**config.mk**
```make
export PLATFORM = sky130hd
export DESIGN_NAME = twf_formatter
export DESIGN_NICKNAME = d
export VERILOG_FILES = /design/src/pkg/twf_pkg.sv /design/src/pkg/twf_sel_if.sv /design/src/twf_formatter.sv /design/src/twf_select_toggles.sv
export SDC_FILE = /design/constraint.sdc
export NUM_CORES = 1
export LEC_CHECK = 0
export BUFFER_PORTS_ARGS = -buffer_cell sky130_fd_sc_hd__buf_2
export CORE_MARGIN = 4
export CORE_UTILIZATION = 62
export DETAILED_ROUTE_END_ITERATION = 16
export PLACE_DENSITY = 0.93
export SYNTH_ARGS = -nofsm -noshare
export SYNTH_HDL_FRONTEND = slang
export SYNTH_HIERARCHICAL = 1
export SYNTH_SLANG_ARGS = --single-unit
```
**constraint.sdc**
```tcl
create_clock -name clk -period 15.4 [get_ports clk]
set_input_delay 1.54 -clock clk [delete_from_list [all_inputs] [get_ports clk]]
set_output_delay 1.54 -clock clk [all_outputs]
set_load 0.05 [all_outputs]
```
**src/pkg/twf_pkg.sv**
```systemverilog
// tape word formatter: shared constants, modes and states
// assumes a single 200 MHz clock domain for the whole formatter
package twf_pkg;

  localparam int CLK_MHZ = 200;

  localparam int WORD_W = 18;
  localparam int DATA_W = 16;
  localparam int CHAR_W = 8;
  localparam int NIB_W  = 4;
  localparam int FMT_W  = 4;
  localparam int NIBS   = 4;

  // format select codes
  localparam logic [3:0] FMT_NORMAL = 4'hc;
  localparam logic [3:0] FMT_SPLIT  = 4'hd;
  localparam logic [3:0] FMT_ALT    = 4'he;

  // bits 16 and 17 of every read word
  localparam int         FORCED_LSB = 16;
  localparam logic [1:0] FORCED_HI  = 2'h3;

  // characters per word, last character index
  localparam logic [1:0] LAST_PAIR  = 2'h1;
  localparam logic [1:0] LAST_SPLIT = 2'h3;

  // pulse widths in ns, then in cycles
  localparam int WORD_STROBE_NS  = 1000;
  localparam int DRIVE_PULSE_NS  = 50;
  localparam int MOTION_PULSE_NS = 100;
  localparam int WORD_STROBE_CYC = (WORD_STROBE_NS * CLK_MHZ) / 1000;
  localparam int DRIVE_PULSE_CYC = (DRIVE_PULSE_NS * CLK_MHZ + 999) / 1000;
  localparam int MOTION_PULSE_CYC = (MOTION_PULSE_NS * CLK_MHZ + 999) / 1000;
  localparam int CNT_W = 8;

  // asynchronous input vector layout
  localparam int SY_DATA  = 0;
  localparam int SY_CHAR  = 18;
  localparam int SY_PAR   = 26;
  localparam int SY_PRE   = 27;
  localparam int SY_CWS   = 28;
  localparam int SY_WT    = 29;
  localparam int SY_RCS   = 30;
  localparam int SY_START = 31;
  localparam int SYNC_W   = 32;

  typedef enum logic [1:0] {MODE_NORMAL, MODE_SPLIT, MODE_ALT, MODE_BAD} twf_mode_t;

  typedef enum logic [2:0] {ST_IDLE, ST_DRIVE, ST_MOTION, ST_INIT, ST_RUN} twf_state_t;

endpackage

```
**src/pkg/twf_sel_if.sv**
```systemverilog
// tape word formatter: select toggle control bundle
// assumes both ends share clk; carries init, advance and toggle states
`timescale 1ns/1ps
`default_nettype none
interface twf_sel_if;
  import twf_pkg::*;
  logic      clear;
  logic      init;
  logic      reverseRead;
  logic      advance;
  twf_mode_t mode;
  logic      selLow;
  logic      selHigh;
  modport ctrl (output clear, output init, output reverseRead, output advance, output mode,
                input selLow, input selHigh);
  modport tog  (input clear, input init, input reverseRead, input advance, input mode,
                output selLow, output selHigh);
endinterface
`default_nettype wire

```
**src/twf_formatter.sv**
```systemverilog
// tape word formatter: packs tape characters into 18-bit words on reads,
// splits buffered words into characters on writes
// assumes pin inputs are asynchronous; control inputs come from logic on clk
//
// Function
// - decode format field into normal, split-nibble, alt-pack; others flag error
// - formatter enabled only while a transfer function is active
// - each read character strobe loads one or two latches, toggles then advance
// - reverse reads: low clear and split-only toggling; high set except alt-pack
// - forward alt-pack reads: low clear and held, high set and toggling
// - latch load order per mode and direction as selected by toggles
// - read words are 18 bits with bits 16 and 17 forced high
// - parity bit generated with every assembled read word
// - completed word sets request flag, giving one word-ready strobe, flag clears
// - start gives drive pulse, motion pulse, then init pulse loading toggles
// - on writes the init pulse also requests the first word
// - word strobe while enabled gives buffer load pulse capturing data lines
// - next write word requested only after buffer fully converted
// - toggles steer write mux; split-nibble drives output bits 4 to 7 low
// - write conversion advances only on write character strobes
// - write toggles for normal and split-nibble modes
// - forward read toggles for normal and split-nibble modes
// - alt-pack writes: low clear and held, high set and toggling
// - parity checked on each buffer load, mismatch sets parity error
// - write strobe before the host answered flags drive timing error
`timescale 1ns/1ps
`default_nettype none
module twf_formatter
  import twf_pkg::*;
#(
  parameter int unsigned STROBE_CYC = WORD_STROBE_CYC
) (
  input  wire logic               clk,
  input  wire logic               rst,
  input  wire logic               controllerReset,
  input  wire logic               transferFunctionActive,
  input  wire logic [FMT_W-1:0]   formatSelectField,
  input  wire logic               isWrite,
  input  wire logic               isReverse,
  input  wire logic               isPhaseEncoded,
  input  wire logic               startTransfer,
  input  wire logic               readCharStrobe,
  input  wire logic [CHAR_W-1:0]  readCharData,
  input  wire logic               transportWriteTiming,
  input  wire logic               preambleDone,
  input  wire logic               controllerWordStrobe,
  input  wire logic [WORD_W-1:0]  dataIn,
  input  wire logic               dataParityIn,
  output logic [WORD_W-1:0]       dataOut,
  output logic                    dataParityOut,
  output logic                    dataOe,
  output logic                    formatterEnable,
  output logic                    formatCodeError,
  output logic                    driveStartPulse,
  output logic                    motionStartPulse,
  output logic                    formatterInitPulse,
  output logic                    wordReadyStrobe,
  output logic                    bufferLoadPulse,
  output logic                    writeCharStrobe,
  output logic [CHAR_W-1:0]       formatterOutputBits,
  output logic                    parityError,
  output logic                    driveTimingError
);

  if (STROBE_CYC < 1 || STROBE_CYC > 255) begin : g_bad_strobe
    $error("STROBE_CYC must lie between 1 and 255");
  end

  // pin synchroniser: the first stage feeds only the second
  logic [SYNC_W-1:0] sync1_r;
  logic [SYNC_W-1:0] sync2_r;
  logic [SYNC_W-1:0] prev_r;
  logic [SYNC_W-1:0] asyncIn;
  logic [SYNC_W-1:0] rising;

  assign asyncIn = {startTransfer, readCharStrobe, transportWriteTiming, controllerWordStrobe,
                    preambleDone, dataParityIn, readCharData, dataIn};

  always_ff @(posedge clk or posedge rst) begin
    if (rst) begin
      sync1_r <= '0;
      sync2_r <= '0;
      prev_r  <= '0;
    end else begin
      sync1_r <= asyncIn;
      sync2_r <= sync1_r;
      prev_r  <= sync2_r;
    end
  end

  // char and data lines go through the same two stages as their strobes
  logic              startEdge;
  logic              readEdge;
  logic              timingEdge;
  logic              wordEdge;
  logic              preambleLvl;
  logic              parityLvl;
  logic [CHAR_W-1:0] charLvl;
  logic [WORD_W-1:0] busLvl;

  assign rising      = sync2_r & ~prev_r;
  assign startEdge   = rising[SY_START];
  assign readEdge    = rising[SY_RCS];
  assign timingEdge  = rising[SY_WT];
  assign wordEdge    = rising[SY_CWS];
  assign preambleLvl = sync2_r[SY_PRE];
  assign parityLvl   = sync2_r[SY_PAR];
  assign charLvl     = sync2_r[SY_CHAR +: CHAR_W];
  assign busLvl      = sync2_r[SY_DATA +: WORD_W];

  // format decode
  twf_mode_t mode;
  logic      splitMode;
  logic      badMode;

  assign mode = (formatSelectField == FMT_NORMAL) ? MODE_NORMAL :
                (formatSelectField == FMT_SPLIT)  ? MODE_SPLIT  :
                (formatSelectField == FMT_ALT)    ? MODE_ALT    : MODE_BAD;
  assign splitMode = (mode == MODE_SPLIT);
  assign badMode   = (mode == MODE_BAD);

  // enable and error flags
  logic formatterEnable_r;
  logic formatCodeError_r;

  always_ff @(posedge clk or posedge rst) begin
    if (rst) begin
      formatterEnable_r <= 1'b0;
      formatCodeError_r <= 1'b0;
    end else begin
      formatterEnable_r <= transferFunctionActive && !controllerReset;
      formatCodeError_r <= (formatterEnable_r && badMode) ||
                           (formatCodeError_r && !controllerReset);
    end
  end

  // start sequence: drive pulse, motion pulse, init on motion trailing edge
  twf_state_t       state_r;
  twf_state_t       state_nxt;
  logic [CNT_W-1:0] phaseCnt_r;
  logic [CNT_W-1:0] phaseCnt_nxt;

  always_comb begin
    state_nxt    = state_r;
    phaseCnt_nxt = phaseCnt_r;
    case (state_r)
      ST_IDLE: begin
        if (formatterEnable_r && startEdge && !badMode) begin
          state_nxt    = ST_DRIVE;
          phaseCnt_nxt = CNT_W'(DRIVE_PULSE_CYC - 1);
        end
      end
      ST_DRIVE: begin
        if (phaseCnt_r == '0) begin
          state_nxt    = ST_MOTION;
          phaseCnt_nxt = CNT_W'(MOTION_PULSE_CYC - 1);
        end else begin
          phaseCnt_nxt = phaseCnt_r - 1'b1;
        end
      end
      ST_MOTION: begin
        if (phaseCnt_r == '0) begin
          state_nxt = ST_INIT;
        end else begin
          phaseCnt_nxt = phaseCnt_r - 1'b1;
        end
      end
      ST_INIT, ST_RUN: begin
        state_nxt = ST_RUN;
      end
      default: begin
        state_nxt = ST_IDLE;
      end
    endcase
    if (!formatterEnable_r || controllerReset) begin
      state_nxt = ST_IDLE;
    end
  end

  logic driveStartPulse_r;
  logic motionStartPulse_r;
  logic formatterInitPulse_r;

  always_ff @(posedge clk or posedge rst) begin
    if (rst) begin
      state_r              <= ST_IDLE;
      phaseCnt_r           <= '0;
      driveStartPulse_r    <= 1'b0;
      motionStartPulse_r   <= 1'b0;
      formatterInitPulse_r <= 1'b0;
    end else begin
      state_r              <= state_nxt;
      phaseCnt_r           <= phaseCnt_nxt;
      driveStartPulse_r    <= (state_nxt == ST_DRIVE);
      motionStartPulse_r   <= (state_nxt == ST_MOTION);
      formatterInitPulse_r <= (state_nxt == ST_INIT);
    end
  end

  // select toggles
  twf_sel_if sel ();

  logic run;
  logic readStep;
  logic writeCharStrobe_r;
  logic advance;

  assign run      = (state_r == ST_RUN);
  assign readStep = run && !isWrite && readEdge;
  assign advance  = readStep || writeCharStrobe_r;

  assign sel.clear       = controllerReset;
  assign sel.init        = (state_r == ST_INIT);
  // split-nibble reverse reads still run, but words come out scrambled
  assign sel.reverseRead = isReverse && !isWrite;
  assign sel.advance     = advance;
  assign sel.mode        = mode;

  twf_select_toggles u_toggles (
    .clk (clk),
    .rst (rst),
    .sel (sel)
  );

  logic [1:0] nibIdx;
  assign nibIdx = {sel.selHigh, sel.selLow};

  // characters per word
  logic [1:0] charCnt_r;
  logic       lastChar;
  logic       wordDone;

  assign lastChar = (charCnt_r == (splitMode ? LAST_SPLIT : LAST_PAIR));
  assign wordDone = advance && lastChar;

  always_ff @(posedge clk or posedge rst) begin
    if (rst) begin
      charCnt_r <= '0;
    end else if (sel.init || controllerReset) begin
      charCnt_r <= '0;
    end else if (advance) begin
      charCnt_r <= lastChar ? 2'h0 : charCnt_r + 2'h1;
    end
  end

  // read latches: pairs A&B / C&D, or one nibble at a time in split mode
  logic [DATA_W-1:0] latch_r;
  logic [DATA_W-1:0] latch_nxt;

  always_comb begin
    latch_nxt = latch_r;
    for (int i = 0; i < NIBS; i++) begin
      if (readStep) begin
        if (splitMode && nibIdx == 2'(i)) begin
          latch_nxt[i*NIB_W +: NIB_W] = charLvl[NIB_W-1:0];
        end else if (!splitMode && sel.selHigh == (i >= 2)) begin
          latch_nxt[i*NIB_W +: NIB_W] = charLvl[(i%2)*NIB_W +: NIB_W];
        end
      end
    end
  end

  logic [WORD_W-1:0] dataOut_r;
  logic              dataParityOut_r;
  logic              dataOe_r;

  always_ff @(posedge clk or posedge rst) begin
    if (rst) begin
      latch_r         <= '0;
      dataOut_r       <= '0;
      dataParityOut_r <= 1'b0;
      dataOe_r        <= 1'b0;
    end else begin
      latch_r  <= latch_nxt;
      dataOe_r <= formatterEnable_r && !isWrite && run;
      if (readStep && lastChar) begin
        dataOut_r       <= {FORCED_HI, latch_nxt};
        dataParityOut_r <= ~^{FORCED_HI, latch_nxt};
      end
    end
  end

  // word request and word-ready strobe
  logic             xferReq_r;
  logic [CNT_W-1:0] strobeCnt_r;
  logic             wordReadyStrobe_r;
  logic             strobeStart;
  logic             reqSet;

  assign strobeStart = xferReq_r && (strobeCnt_r == '0);
  assign reqSet      = wordDone ||
                       (isWrite && sel.init);

  always_ff @(posedge clk or posedge rst) begin
    if (rst) begin
      xferReq_r         <= 1'b0;
      strobeCnt_r       <= '0;
      wordReadyStrobe_r <= 1'b0;
    end else if (controllerReset) begin
      xferReq_r         <= 1'b0;
      strobeCnt_r       <= '0;
      wordReadyStrobe_r <= 1'b0;
    end else begin
      xferReq_r <= reqSet || (xferReq_r && !strobeStart);
      if (strobeStart) begin
        strobeCnt_r <= CNT_W'(STROBE_CYC);
      end else if (strobeCnt_r != '0) begin
        strobeCnt_r <= strobeCnt_r - 1'b1;
      end
      wordReadyStrobe_r <= strobeStart || (strobeCnt_r > CNT_W'(1));
    end
  end

  // write buffer, parity check and answer tracking
  logic [WORD_W-1:0] wbuf_r;
  logic              bufferLoad;
  logic              bufferLoadPulse_r;
  logic              awaiting_r;
  logic              parityError_r;
  logic              driveTimingError_r;

  assign bufferLoad = wordEdge && formatterEnable_r;

  always_ff @(posedge clk or posedge rst) begin
    if (rst) begin
      wbuf_r             <= '0;
      bufferLoadPulse_r  <= 1'b0;
      awaiting_r         <= 1'b0;
      parityError_r      <= 1'b0;
      driveTimingError_r <= 1'b0;
    end else begin
      bufferLoadPulse_r <= bufferLoad;
      if (bufferLoad) begin
        wbuf_r <= busLvl;
      end
      // odd parity over word and parity bit
      parityError_r <= (bufferLoad && !(^{busLvl, parityLvl})) ||
                       (parityError_r && !controllerReset);
      awaiting_r <= (isWrite && strobeStart) ||
                    (awaiting_r && !bufferLoad && !controllerReset);
      driveTimingError_r <= (writeCharStrobe_r && awaiting_r) ||
                            (driveTimingError_r && !controllerReset);
    end
  end

  // write character strobes: every timing edge in NRZ, every other after preamble in PE
  logic peDiv_r;
  logic writeStrobe_nxt;
  logic peGate;

  assign peGate          = isPhaseEncoded && preambleLvl;
  assign writeStrobe_nxt = run && isWrite && timingEdge &&
                           (!isPhaseEncoded || (peGate && peDiv_r));

  // write mux: pair of nibbles by high toggle, or one nibble with top bits low
  logic [CHAR_W-1:0] writeChar;
  assign writeChar = splitMode ? {{NIB_W{1'b0}}, wbuf_r[nibIdx*NIB_W +: NIB_W]} :
                     (sel.selHigh ? wbuf_r[2*NIB_W +: CHAR_W] : wbuf_r[0 +: CHAR_W]);

  logic [CHAR_W-1:0] formatterOutputBits_r;

  always_ff @(posedge clk or posedge rst) begin
    if (rst) begin
      peDiv_r               <= 1'b0;
      writeCharStrobe_r     <= 1'b0;
      formatterOutputBits_r <= '0;
    end else begin
      if (!run) begin
        peDiv_r <= 1'b0;
      end else if (timingEdge && peGate) begin
        peDiv_r <= !peDiv_r;
      end
      writeCharStrobe_r     <= writeStrobe_nxt;
      formatterOutputBits_r <= isWrite ? writeChar : '0;
    end
  end

  assign dataOut             = dataOut_r;
  assign dataParityOut       = dataParityOut_r;
  assign dataOe              = dataOe_r;
  assign formatterEnable     = formatterEnable_r;
  assign formatCodeError     = formatCodeError_r;
  assign driveStartPulse     = driveStartPulse_r;
  assign motionStartPulse    = motionStartPulse_r;
  assign formatterInitPulse  = formatterInitPulse_r;
  assign wordReadyStrobe     = wordReadyStrobe_r;
  assign bufferLoadPulse     = bufferLoadPulse_r;
  assign writeCharStrobe     = writeCharStrobe_r;
  assign formatterOutputBits = formatterOutputBits_r;
  assign parityError         = parityError_r;
  assign driveTimingError    = driveTimingError_r;

endmodule
`default_nettype wire

```
**src/twf_select_toggles.sv**
```systemverilog
// tape word formatter: the two select toggles that order latches and characters
// assumes init and advance are single-cycle pulses on clk
`timescale 1ns/1ps
`default_nettype none
module twf_select_toggles
  import twf_pkg::*;
(
  input  wire logic clk,
  input  wire logic rst,
  twf_sel_if.tog    sel
);

  logic selLow_r;
  logic selHigh_r;
  logic splitMode;
  logic highInit;
  logic highStep;

  assign splitMode = (sel.mode == MODE_SPLIT);
  // high starts set for alt-pack, inverted again for reverse reads
  assign highInit  = (sel.mode == MODE_ALT) ^ sel.reverseRead;
  // alternate strokes in split mode: high moves as low wraps
  assign highStep  = !splitMode || selLow_r;

  always_ff @(posedge clk or posedge rst) begin
    if (rst) begin
      selLow_r  <= 1'b0;
      selHigh_r <= 1'b0;
    end else if (sel.clear) begin
      selLow_r  <= 1'b0;
      selHigh_r <= 1'b0;
    end else if (sel.init) begin
      selLow_r  <= 1'b0;
      selHigh_r <= highInit;
    end else if (sel.advance) begin
      selLow_r  <= splitMode ? !selLow_r : selLow_r;
      selHigh_r <= highStep ? !selHigh_r : selHigh_r;
    end
  end

  assign sel.selLow  = selLow_r;
  assign sel.selHigh = selHigh_r;

endmodule
`default_nettype wire

```
==> flow_metrics.tcl <==
set metrics [dict create \
    max_freq_mhz 264 \
    start_kind "primary input" \
    synth_top_area_cell "dfrtp_1" \
    grt_max_degree 83 \
    relSlewSlack_pct 25.1 \
    antenna_found_initial 0 \
    yosys.area.top_type_share_pct 62.1 \
    irDropWorstVdd_uv 126 \
    port_buffers 80 \
    slowest_delay_ps 530 \
    avgViaCountPerCell 5.76 \
    postPlaceCellArea_sq_um 7090 \
    synth_area_per_cell_sq_um 11.5 \
    worst_ep_required_time_ps 15760 \
    dieHeight_microns 111 \
    maxCapViolations 0 \
    power.density_nw_per_um2 137 \
    synthToLayoutAreaGrowth_pct 16.6 \
    antennaDiodeCount 0 \
    synth_edf_count 0 \
    gp_congestion 0.865 \
    end_kind "register" \
    io_pins 81 \
    tritoncts "done" \
    die_x_microns 111 \
    path_cells "buf_2, or3b_1, or3_1, o21ai_0, a21oi_1, a211o_1, a211o_1, a211oi_1, o31ai_1" \
    placedCellCount 774 \
    grt_pass1_wl_microns 22800 \
    drive_gt1_share_pct 20.9 \
    rsz0062_at_grt "no" \
    yosysWarnings 6 \
    skew_ps 6.69 \
    critPathMaxFanout 11 \
    grt_usage_pct 23.2 \
    worst_hold_path_type "register to register" \
    root_buffer "clkbuf_8" \
    worstSetupPathType "primary input to register" \
    synth_ff_type "dfrtp_1" \
    htreeDepth 4 \
    postRouteAntennaNets 0 \
    fin_nets 703 \
    setup_viol 0 \
    die_area_sq_um 12300 \
    cts_num_sinks 163 \
    fin_crit_ps 3790 \
    status "completed" \
    async_flop_share_pct 100 \
    slew_viol_final 0 \
    cp_data_arrival_time_ps 4150 \
    vias 4642 \
    regArea_sq_um 4080 \
    postLayoutCellArea_sq_um 7660 \
    wl_microns 13500 \
    core_sq_um 10300 \
    drc 0 \
    synth_cell_type_count 57 \
    first_iter_violations 446 \
    ys_ff_latch 163 \
    yosysSeqAreaShare_pct 62.1 \
    start_util_pct 63.7 \
    overflow 0 \
    cts_setup_buffers 0 \
    syn_area_sq_um 6570 \
    fin_cells 806 \
    cts_buffers 17 \
    cts_hold_buffers 0 \
    crit_buf_inv 1 \
    placementRows 37 \
    crit_family "compound AO/OA/AOI/OAI gates" \
    fin_tns_setup_ps 0 \
    final.fill_count 662 \
    post_drt_wl_per_cell_microns 16.7 \
    clockBufferDepth 2 \
    mappedNetlistNets 618 \
    path_clk_slew_ps 70 \
    dr.pass1.iters 5 \
    cts_resized 0 \
    clk_latency_ps 530 \
    critPathMostFrequentCell "a211o_1" \
    grt_pass1_vias 4773 \
    dpl.hpwl_microns 9210 \
    tightest_slew_ps 1120 \
    multi_input_area_sq_um 2360 \
    mostFrequentLayoutCell "dfrtp_1" \
    p_leak_nw 3.66 \
    layout_common_cells "163 x dfrtp_1, 86 x nand2_1, 80 x buf_2, 38 x nor2_1, 30 x o21ai_0" \
    synth_cells 572 \
    critPathSlowestCell "or3b_1" \
    synth.area.top_cells "dfrtp_1 62%, nand2_1 4.9%, xnor2_1 3.2%" \
    min_period_over_period_pct 24.6 \
    hold_violations 0 \
]
[cell type report]
| cell class | instances | share of cell area, % |
|---|---|---|
| multi-input cells | 376 | 30.8 |
| well taps | 136 | 2.22 |
| clock inverters | 11 | 1.55 |
| repair buffers | 81 | 5.32 |
| flip-flops and latches | 163 | 53.2 |
| clock buffers | 21 | 5.99 |
| inverters | 18 | 0.947 |
[worst reg2reg max path, stage by stage, from the launching register on]
cell and delay [ps]:
dfrtp_1 970, inv_1 340, or3_4 500, nor3_1 290
o211ai_1 170, a211o_1 330, a211o_1 310, a211oi_1 250
o31ai_1 100
[Yosys cell counts, types with 3 or more instances]
master,n
dfrtp_1,163
nand2_1,86
nor2_1,38
o21ai_0,30
a21oi_1,29
xnor2_1,24
inv_1,17
mux2_2,13
clkbuf_1,12
mux2i_1,12
nand2b_1,12
nand3_1,12
nor3_1,12
and2_1,11
xor2_1,9
a211oi_1,8
nor2b_1,5
o211ai_1,5
a211o_1,4
mux4_2,4
nand3b_1,4
o211a_1,4
or2_2,4
a31oi_1,3
ha_1,3
nor4_1,3
o21a_1,3
o31ai_1,3
[sequential cells by signal (all words and copies together) (netlist names), 8 cells and up]
name                 count
sync2_r                 32
latch_r                 16
sync1_r                 32
wbuf_r                  16
phaseCnt_r               8
dataOut                 17
formatterOutputBits      8
strobeCnt_r              8
[path summary, 6_finish.rpt]
| check | startpoint | end | slack (ps) | cells past startpoint |
|---|---|---|---|---|
| min in group asynchronous | rst | u_toggles/sel.selLow | 930 | 2 |
| min reg2reg | sync1_r[8] | sync2_r[8] | 340 | 0 |
| max | isWrite | dataParityOut | 11610 | 9 |
| max in group asynchronous | rst | bufferLoadPulse | 12820 | 3 |
| min | sync1_r[8] | sync2_r[8] | 340 | 0 |
| max reg2reg | u_toggles/sel.selHigh | dataParityOut | 11970 | 8 |
[where the power goes]
| part | leakage (nW) | internal (mW) | switching [mW] |
|---|---|---|---|
| logic | 1.32 | 0.0596 | 0.101 |
| clock network | 0.281 | 0.231 | 0.170 |
| registers | 2.07 | 0.462 | 0.0264 |
| total | 3.66 | 0.753 | 0.297 |
[layer usage]
| metal | vias to the layer above | global-route usage [%] | share of wire [%] |
|---|---|---|---|
| met2 | 176 | 38.6 | 51 |
| met5 | - | 0 | 0 |
| li1 | 2150 | - | - |
| met1 | 2280 | 28.6 | 40 |
| met3 | 36 | 6.22 | 5.9 |
| met4 | 0 | 10.3 | 3.1 |
[metrics by stage]
step | setup slack [ps] | util, % | power (mW) | hold slack [ps]
floorplan | 9510 | - | 0.609 | 331
global placement | 11210 | 68.6 | 0.640 | 333
detailed placement | 11170 | 68.6 | 0.650 | 335
CTS | 11690 | 74.2 | 1.05 | 346
global route | 11500 | 74.2 | 1.10 | 352
finish | 11610 | 74.2 | 1.05 | 342
[cells by family (layout without fill, tap and decap cells)]
group / Yosys count / count (layout) / share of synthesized area, %
simple gates: 204 / 204 / 15.0
compound gates: 107 / 107 / 10.5
fa+ha+maj: 3 / 3 / 0.571
xor+xnor: 33 / 33 / 4.40
flops: 163 / 163 / 62.1
mux: 29 / 29 / 5.43
buf+inv: 33 / 131 / 2.07
Note: power is estimated with default switching activity, not from simulation.
